<file path="src/core/eewr_consts.svh">
// Constants for the two-wire EEPROM write front end.
// Assumes one 10 MHz clock and bus pins already synchronous to it.
`ifndef EEWR_CONSTS_SVH
`define EEWR_CONSTS_SVH

`define EEWR_TYPE_CODE 4'hA
`define EEWR_BITS_PER_BYTE 4'h8
`define EEWR_TWC_MS 5
`define EEWR_CLK_HZ 10000000
`define EEWR_MS_PER_S 1000
`define EEWR_PROT_BIT 7
`define EEWR_SMALL_MASK 4'h7
`define EEWR_BIG_MASK 4'hF
`define EEWR_LAST_IDX 4'hF
`define EEWR_DRAIN_TICK 5'h1F
`define EEWR_FIFO_DEPTH 16

`endif

</file>
<file path="src/core/eewr_pkg.sv">
// Types shared by the EEPROM write front end.
// Assumes the constants header is included by the users of these types.
package eewr_pkg;

   typedef enum logic [2:0] {
      EEWR_IDLE   = 3'b000,
      EEWR_CTRL   = 3'b001,
      EEWR_WADDR  = 3'b010,
      EEWR_WDATA  = 3'b011,
      EEWR_READ   = 3'b100,
      EEWR_IGNORE = 3'b101
   } eewr_state_t;

   typedef struct packed {
      logic scl;
      logic sda;
   } eewr_pins_t;

   typedef struct packed {
      logic [7:0] addr;
      logic [7:0] data;
   } eewr_wr_t;

   typedef struct packed {
      logic [3:0] chip_select;
      logic cascadable;
   } eewr_cfg_t;

endpackage

</file>
<file path="src/core/eewr_slave.sv">
// Two-wire EEPROM slave front end: bus decode, acknowledge, page buffer,
// write FIFO and the timed array write.
// Assumes scl and sda are already synchronous to mclk and filtered.
`timescale 1ns/10ps
`include "eewr_consts.svh"

module eewr_fifo #(
   parameter int W = 16,
   parameter int DEPTH = `EEWR_FIFO_DEPTH
) (
   input wire logic mclk,
   input wire logic srst,
   input wire logic in_valid,
   output logic in_ready,
   input wire logic [W-1:0] in_data,
   output logic out_valid,
   input wire logic out_ready,
   output logic [W-1:0] out_data
);
   localparam int AW = $clog2(DEPTH);

   typedef struct packed {
      logic [AW-1:0] wp;
      logic [AW-1:0] rp;
      logic [AW:0] count;
   } eewr_fifo_st_t;

   eewr_fifo_st_t st;
   eewr_fifo_st_t next_st;
   logic [W-1:0] mem [0:DEPTH-1];
   logic push;
   logic pop;

   assign in_ready = (st.count != (AW+1)'(DEPTH));
   assign out_valid = (st.count != '0);
   assign push = in_valid & in_ready;
   assign pop = out_valid & out_ready;
   assign out_data = mem[st.rp];

   always_comb begin
      next_st = st;
      if (push) begin
         next_st.wp = st.wp + 1'b1;
      end
      if (pop) begin
         next_st.rp = st.rp + 1'b1;
      end
      case ({push, pop})
         2'b10: next_st.count = st.count + 1'b1;
         2'b01: next_st.count = st.count - 1'b1;
         default: next_st.count = st.count;
      endcase
   end

   always_ff @(posedge mclk) begin
      if (srst) begin
         st <= '0;
      end else begin
         st <= next_st;
      end
      if (push) begin
         mem[st.wp] <= in_data;
      end
   end
endmodule

module eewr_slave #(
   parameter int WRITE_CYCLES = `EEWR_TWC_MS * (`EEWR_CLK_HZ / `EEWR_MS_PER_S),
   parameter int FIFO_DEPTH = `EEWR_FIFO_DEPTH
) (
   input wire logic mclk,
   input wire logic srst,
   input wire eewr_pkg::eewr_pins_t pins,
   output logic sda_out,
   output logic sda_oe,
   input wire logic chip_select_in_0,
   input wire logic chip_select_in_1,
   input wire logic chip_select_in_2,
   input wire logic cascadable,
   output logic bus_idle,
   output logic write_busy,
   input wire logic [7:0] peek_addr,
   output logic [7:0] peek_data
);
   import eewr_pkg::*;

   localparam int TW = $clog2(WRITE_CYCLES + 1);

   typedef struct packed {
      eewr_state_t state;
      logic scl_q;
      logic sda_q;
      logic idle;
      logic [7:0] shreg;
      logic [3:0] bit_cnt;
      logic ack_phase;
      logic drive;
      logic [7:0] ptr;
      logic [15:0][7:0] page;
      logic [15:0] pvalid;
      logic got_data;
      logic committing;
      logic [3:0] cidx;
      logic [TW-1:0] timer;
      logic [4:0] div;
      logic [7:0] peek;
   } eewr_top_st_t;

   eewr_top_st_t st;
   eewr_top_st_t next_st;
   logic [7:0] mem [0:255];

   logic scl_rise;
   logic scl_fall;
   logic start_det;
   logic stop_det;
   logic byte_done;
   logic busy;
   logic ctrl_match;
   logic [3:0] idx_mask;
   logic [3:0] buf_idx;
   logic [7:0] commit_addr;
   logic push;
   logic push_ready;
   eewr_wr_t push_data;
   logic drain_valid;
   logic drain_ready;
   eewr_wr_t drain_data;
   logic mem_we;

   // Both lines sampled on mclk; a condition needs the clock high on both samples
   assign scl_rise = pins.scl & ~st.scl_q;
   assign scl_fall = ~pins.scl & st.scl_q;
   // Start only from an idle-high data line with clock held high
   assign start_det = pins.scl & st.scl_q & st.sda_q & ~pins.sda;
   assign stop_det = pins.scl & st.scl_q & ~st.sda_q & pins.sda;
   // Byte ends on the falling clock after the eighth bit
   assign byte_done = scl_fall & ~st.ack_phase & (st.bit_cnt == `EEWR_BITS_PER_BYTE);

   assign busy = st.committing | (st.timer != '0) | drain_valid;
   assign idx_mask = cascadable ? `EEWR_BIG_MASK : `EEWR_SMALL_MASK;
   assign buf_idx = st.ptr[3:0] & idx_mask;
   // Commit address keeps the page base and takes the buffer slot
   assign commit_addr = (st.ptr & ~{4'h0, idx_mask}) | {4'h0, st.cidx & idx_mask};

   assign ctrl_match = (st.shreg[7:4] == `EEWR_TYPE_CODE)
      & (~cascadable
         | (st.shreg[3:1] == {chip_select_in_2, chip_select_in_1, chip_select_in_0}))
      & ~busy;

   assign push = st.committing & st.pvalid[st.cidx] & ((st.cidx & idx_mask) == st.cidx);
   assign push_data = '{addr: commit_addr, data: st.page[st.cidx]};

   // Slow drain: one write per 32 cycles; only a FIFO_DEPTH below 16 can fill and hold back the commit walk
   assign drain_ready = (st.div == `EEWR_DRAIN_TICK);
   assign mem_we = drain_valid & drain_ready & ~drain_data.addr[`EEWR_PROT_BIT];

   assign sda_out = 1'b0;
   assign sda_oe = st.drive;
   assign bus_idle = st.idle;
   assign write_busy = busy;
   assign peek_data = st.peek;

   eewr_fifo #(
      .W($bits(eewr_wr_t)),
      .DEPTH(FIFO_DEPTH)
   ) u_fifo (
      .mclk(mclk),
      .srst(srst),
      .in_valid(push),
      .in_ready(push_ready),
      .in_data(push_data),
      .out_valid(drain_valid),
      .out_ready(drain_ready),
      .out_data(drain_data)
   );

   always_comb begin
      next_st = st;
      next_st.scl_q = pins.scl;
      next_st.sda_q = pins.sda;
      next_st.idle = pins.scl & pins.sda;
      next_st.div = st.div + 1'b1;
      next_st.peek = mem[peek_addr];
      if (st.timer != '0) begin
         next_st.timer = st.timer - 1'b1;
      end

      // Walk the page buffer; a full FIFO stalls the walk
      if (st.committing && (push_ready || !push)) begin
         next_st.cidx = st.cidx + 1'b1;
         if (st.cidx == `EEWR_LAST_IDX) begin
            next_st.committing = 1'b0;
         end
      end

      if (scl_rise && st.state != EEWR_IDLE && !st.ack_phase
          && st.bit_cnt != `EEWR_BITS_PER_BYTE) begin
         next_st.shreg = {st.shreg[6:0], pins.sda};
         next_st.bit_cnt = st.bit_cnt + 1'b1;
      end

      if (scl_fall && st.ack_phase) begin
         // Release after the ninth pulse; reads leave the line high
         next_st.ack_phase = 1'b0;
         next_st.drive = 1'b0;
      end else if (byte_done) begin
         next_st.ack_phase = 1'b1;
         next_st.bit_cnt = '0;
         case (st.state)
            EEWR_CTRL: begin
               if (ctrl_match) begin
                  next_st.drive = 1'b1;
                  next_st.state = st.shreg[0] ? EEWR_READ : EEWR_WADDR;
               end else begin
                  next_st.state = EEWR_IGNORE;
               end
            end
            EEWR_WADDR: begin
               next_st.ptr = st.shreg;
               next_st.pvalid = '0;
               next_st.drive = 1'b1;
               next_st.state = EEWR_WDATA;
            end
            EEWR_WDATA: begin
               // Slot by pointer: a later byte overwrites the oldest
               next_st.page[buf_idx] = st.shreg;
               next_st.pvalid[buf_idx] = 1'b1;
               next_st.got_data = 1'b1;
               // Low bits only; pointer stays in this page
               next_st.ptr = (st.ptr & ~{4'h0, idx_mask})
                  | {4'h0, (st.ptr[3:0] + 4'h1) & idx_mask};
               next_st.drive = 1'b1;
            end
            default: begin
               next_st.drive = 1'b0;
            end
         endcase
      end

      if (start_det) begin
         // Pointer kept so a following read can use it
         next_st.state = EEWR_CTRL;
         next_st.bit_cnt = '0;
         next_st.ack_phase = 1'b0;
         next_st.drive = 1'b0;
         next_st.got_data = 1'b0;
      end else if (stop_det) begin
         if (st.state == EEWR_WDATA && st.got_data) begin
            next_st.committing = 1'b1;
            next_st.cidx = '0;
            next_st.timer = TW'(WRITE_CYCLES);
         end
         next_st.state = EEWR_IDLE;
         next_st.ack_phase = 1'b0;
         next_st.drive = 1'b0;
         next_st.got_data = 1'b0;
      end
   end

   always_ff @(posedge mclk) begin
      if (srst) begin
         st <= '0;
      end else begin
         st <= next_st;
      end
      if (mem_we) begin
         mem[drain_data.addr] <= drain_data.data;
      end
   end
endmodule

</file>
<file path="config.mk">
export PLATFORM = sky130hd
export DESIGN_NAME = eewr_slave
export DESIGN_NICKNAME = d
export VERILOG_FILES = /design/src/core/eewr_pkg.sv /design/src/core/eewr_slave.sv
export VERILOG_INCLUDE_DIRS = /design/src /design/src/core
export SDC_FILE = /design/constraint.sdc
export NUM_CORES = 2
export LEC_CHECK = 0
export ABC_AREA = 1
export BUFFER_PORTS_ARGS = -buffer_cell sky130_fd_sc_hd__buf_2
export CORE_AREA = 3 3 285 568
export DETAILED_ROUTE_END_ITERATION = 6
export DIE_AREA = 0 0 288 571
export PLACE_DENSITY = 0.81
export SYNTH_ARGS = -nofsm -noshare
export SYNTH_HDL_FRONTEND = slang
export SYNTH_HIERARCHICAL = 1
export SYNTH_SLANG_ARGS = --single-unit
</file>
<file path="constraint.sdc">
create_clock -name mclk -period 8 [get_ports mclk]
set_input_delay 0.8 -clock mclk [delete_from_list [all_inputs] [get_ports mclk]]
set_output_delay 0.8 -clock mclk [all_outputs]
set_load 0.01 [all_outputs]
</file>
[Word level (Yosys, flattened, before mapping)]
Memory sizes are Yosys's and may differ from the RTL's. A register that Yosys moved wholly into a read port is not among the register bits.
Cells that the tools add are included.
Operators by class
  divide/modulo/power cells: 0
  multiplexer cells: 39
  magnitude comparators: 3
  equality and inequality tests: 15
  multipliers: 0
  bitwise logic cells: 37
  reductions and logical operators: 27
  add/subtract/negate cells: 9
  shift-type cells: 0
Operators by type and width (count)
  2-to-1 mux 159 bit: 1
  bitwise mux 128 bit: 1
  2-to-1 mux 128 bit: 1
  2-to-1 mux 21 bit: 3
  binary-select mux 8 bit (select 4 bit): 1
  demux 8 bit (select 4 bit): 1
  one-hot mux 16 bit (2 select lines): 1
  adder 4 x 1 -> 4 bit, second input constant: 5
  2-to-1 mux 4 bit: 5
  bitwise AND 1 bit: 17
  2-to-1 mux 16 bit: 1
  2-to-1 mux 8 bit: 2
  bitwise OR 16 bit: 1
  bitwise OR 8 x 4 -> 8 bit: 2
  one-hot mux 8 bit (2 select lines): 1
  nonzero test 16 bit: 1
  subtractor 16 x 1 -> 16 bit, second input constant: 1
  2-to-1 mux 1 bit: 13
  bitwise AND 4 bit: 3
  equality test 4 bit, second input constant: 3
  AND reduction 3 bit: 4
  adder 5 x 1 -> 5 bit, second input constant: 2
  less-than comparator 4 x 5 -> 1 bit, second input constant: 2
  one-hot mux 5 bit (2 select lines): 1
  other kinds (34): 57
Storage, ports and cells
  register bits after elaboration: 212
  bits in latches: 0
  memories: 2
  input bits: 16
  word-level logic and storage cells: 167
  bits in writable memories: 2304
  ROM bits: 0
Memories
  mem: words 256, width 8, read ports 1, clocked after Yosys merged registers in 1, write ports 1, line eewr_slave.sv:111  | logic [7:0] mem [0:255];
  u_fifo.mem: words 16, width 16, read ports 1, clocked after Yosys merged registers in 1, write ports 1, line eewr_slave.sv:30  | logic [W-1:0] mem [0:DEPTH-1];

[Depth between registers and ports, before layout]
  depth after elaboration: 11
  mapped depth: 18

[Modules after synthesis]
The synthesis kept the hierarchy.
By module, submodules not included
  eewr_slave: instances 1, cells an instance 7966, area an instance 91361.4 um^2
  eewr_fifo: instances 1, cells an instance 809, area an instance 11189.5 um^2

[Least setup slack after synthesis]
No wires, ideal clock.
  path type: register -> register
  from: reg (tool-made name)
  to: mem mem[0][3], data pin
  required time: 7.178 ns
  clock period less this slack: 4.982 ns
  setup slack: 3.018 ns
  arrival: 4.160 ns
  stages on the path, launching flop included: 9
  cell sequence: dfxtp_1 buf_6 buf_6 buf_2 a21oi_1 o21ai_0 o211ai_1 nand3_1 nand2_1
RTL lines (line)
  to (decl): eewr_slave.sv:111

==> results by group <==
Status
  – Status: finished, violations left
  – Failing checks: design-rule violations

Drt
  – DRC Markers: 3
  – ANT nets after route: 0
  – Routed length per placed instance: 21.43 um
  – 1st-iter DRT viols: ~7,600
  – Pre-antenna DRT Iters: 7
  – Vias/cell: a little under 6
  – Vias: between 60,000 and 70,000
  – Routed wire length: between 200 and 300 mm

Clock tree
  – Maximum clock insertion buffer count: 4
  – Total clock buffers created by CTS: approximately 200
  – Clk sinks: between 2,000 and 3,000
  – CTS H-tree lvls: 4
  – PostCTS Resize Cnt: 0
  – Root buffer cell: clkbuf_16
  – Postcts setup bufs: 0
  – Clock Latency Late Sink: 840 ps
  – Hold Buf Count CTS: 0
  – Worst-path clk slew: 60 ps
  – CTS tree: yes

Synthesis
  – Seq/Total Area, Yosys: 0.7184
  – Synthesized area per cell: 11.69 um2
  – Library cells used by synthesis: 44
  – Share of the synthesized area in the top cell type: 0.6747
  – Post-synth EDFFs: about 2,300
  – Synth top area cells: edfxtp_1 67%, nand3_1 9.8%, nand2_1 8.0%
  – Ys flop type: edfxtp_1
  – Count leader, synth: edfxtp_1
  – Synth top cells by count: 2,304 x edfxtp_1, 2,177 x nand2_1, 2,015 x nand3_1, 356 x nor2_1, 327 x o21ai_0
  – Seq cells post-synth: roughly 2,500
  – Syn Inst Count: about 8,800
  – Syn Std Cell Area: 102,600 um2
  – Yosys top cell by area: edfxtp_1
  – Ys Warns: 6
  – Async SR Flop Fraction: 0

Placed design
  – Hpwl dp: around 150 mm
  – Routability Congestion: roughly 0.96
  – Placed cells: roughly 11,000
  – PortBufs: 26

Layout
  – Nets@finish: 9,570
  – # fillers: slightly above 10,000
  – Core Util, Final: 0.7203
  – Finished Layout Cells: approximately 12,000
  – Layout cells sized above 1: 0.04859
  – Footprint of the multi-input gates: between 20,000 and 30,000 um2
  – Seq. cell area: 73,680 um2
  – Area grow syn2layout: 10.79%

Global route
  – First-pass GRT wire length: around 380 mm
  – GR Util All Layers: 0.3063
  – Vias in the first global route: 69,350
  – Antenna violations before repair: 3
  – Largest net degree at the start of global routing: around 260
  – Grt total ovfl: 0

Timing
  – Achievable frequency: roughly 200 MHz
  – Max-slew headroom: 0.09639
  – Final Setup Violations: 0
  – Clock Skews: about 33 ps
  – Final period util: 0.6103
  – RSZ-0062 raised after global routing: no
  – Period minus WS final: just under 5000 ps
  – Post-route setup TNS: 0 ps
  – Final hold vios: 0
  – Worst-margin pin slew: between 1000 and 1500 ps
  – Fin. max-slew vios: 0

Critical path
  – Worst path arrival time: 5320 ps
  – FF-to-FF path depth: 11
  – CP Capture Type: register
  – Worst R2R End: mem[25][6]
  – Flop-to-flop setup slack: just over 3000 ps
  – Type of origin of the critical path: register
  – Critical setup path kind: reg2reg
  – CP Max Fanout: 149
  – CP Data Required Time: around 8400 ps

Floorplan
  – Die Height: 571 um
  – Full die area: between 150,000 and 200,000 um2
  – IO Count: 28
  – Die Width: ~290 um
  – Core area: between 150,000 and 200,000 um2
  – Initial Utilization: 0.6501
  – Rows: a little over 200

Job
  – Max_cap viols: 0

Hold path
  – Hold/Removal Path Class: in2reg
  – Hold Crit Depth: 3
  – Worst hold endpoint: st[202]
  – Hold path startpoint: pins[0]

Pwr
  – Total power: roughly 26 mW
  – VDD IR-drop max: approximately 0.34 mV
  – Power per cell area: about 230 nW/um2
  – Leakage: 42.08 nW
## final cells by class
class,instances,area share
sequential,2528,0.6485
inverter,213,0.007422
tap,2080,0.02291
multi-input combinational,6473,0.2552
clock buffer,254,0.04868
timing repair buffer,115,0.009129
clock inverter,111,0.008083
antenna,5,0.0001101
## cell usage in the layout, fill, tap and decap left out, types with 73 or more instances in the layout
cell type  count
clkbuf_16    211
o211ai_1      73
inv_1        177
nor2_1       356
a21oi_1      267
nand3_1     2015
nand2_1     2169
buf_4         74
dfxtp_1      220
edfxtp_1    2304
conb_1      1025
o21ai_0      327
## how the worst max path moves through the flow
stage	to	depth (start not counted)
4_1_cts	mem[25][6]	11
5_1_grt	mem[25][6]	11
3_5_place_dp	mem[61][7]	11
3_3_place_gp	mem[25][7]	11
2_1_floorplan	mem[0][3]	8
6_report	mem[25][6]	11
## power by group
part           switching (mW)  leakage [nW]  internal [mW]
Clock                    4.44          3.15           5.35
Combinational            1.12          15.7          0.397
Sequential             0.0799          23.2           14.4
## per-layer routing
metal  part of all wire  global-route usage  vias up  wire (um)
met1               0.32              0.3257    33360      79530
li1                   -                   -    31670          -
met2               0.52              0.5490     3597     132200
met3              0.070             0.03465     1068      17570
met4              0.092              0.2418        0      23110
met5                  0                   0        -          0
## through the flow
step           hold slack [ps]  worst slack [ps]  area (um2)
6_report                 315.3              3118      113600
5_1_grt                  312.1              2877      113600
4_1_cts                  273.8              3209      113600
3_5_place_dp             439.9              3228      107200
3_3_place_gp             428.3              3384      107200
2_1_floorplan            417.9              3018      106400
## worst max-delay path, cell delays in order (launching register included)
cell and delay, ps:
dfxtp_4 680, buf_12 520, a21oi_1 190, o21ai_0 130
o211ai_1 140, nand3_1 110, nand2_1 110, nor2_1 130
nand2_1 130, nor3_1 420, nand2_1 830, nor2_1 990
## sequential cells by signal (all words and copies together) (netlist names), named ones only
| name | count |
|---|---|
| st | 64 |
| u_fifo/mem | 256 |
| u_fifo/st | 13 |
| mem | 2048 |
| bus_idle | 1 |
| sda_oe | 1 |
| peek_data | 8 |
## cells by family (layout without fill, tap and decap cells)
group                    Yosys count  in the layout  synth area share
AO/OA/AOI/OAI                    734            734           0.03892
XOR/XNOR                          17             17          0.001452
adder cells (fa/ha/maj)           18             18          0.002196
buffers and inverters            798            693           0.03710
flip-flops                      2528           2528            0.7184
multiplexers                      64             64          0.006247
other                              1           1030        0.00003657
AND/OR/NAND/NOR                 4615           4615            0.1957
(Power assumes the default switching activity.)
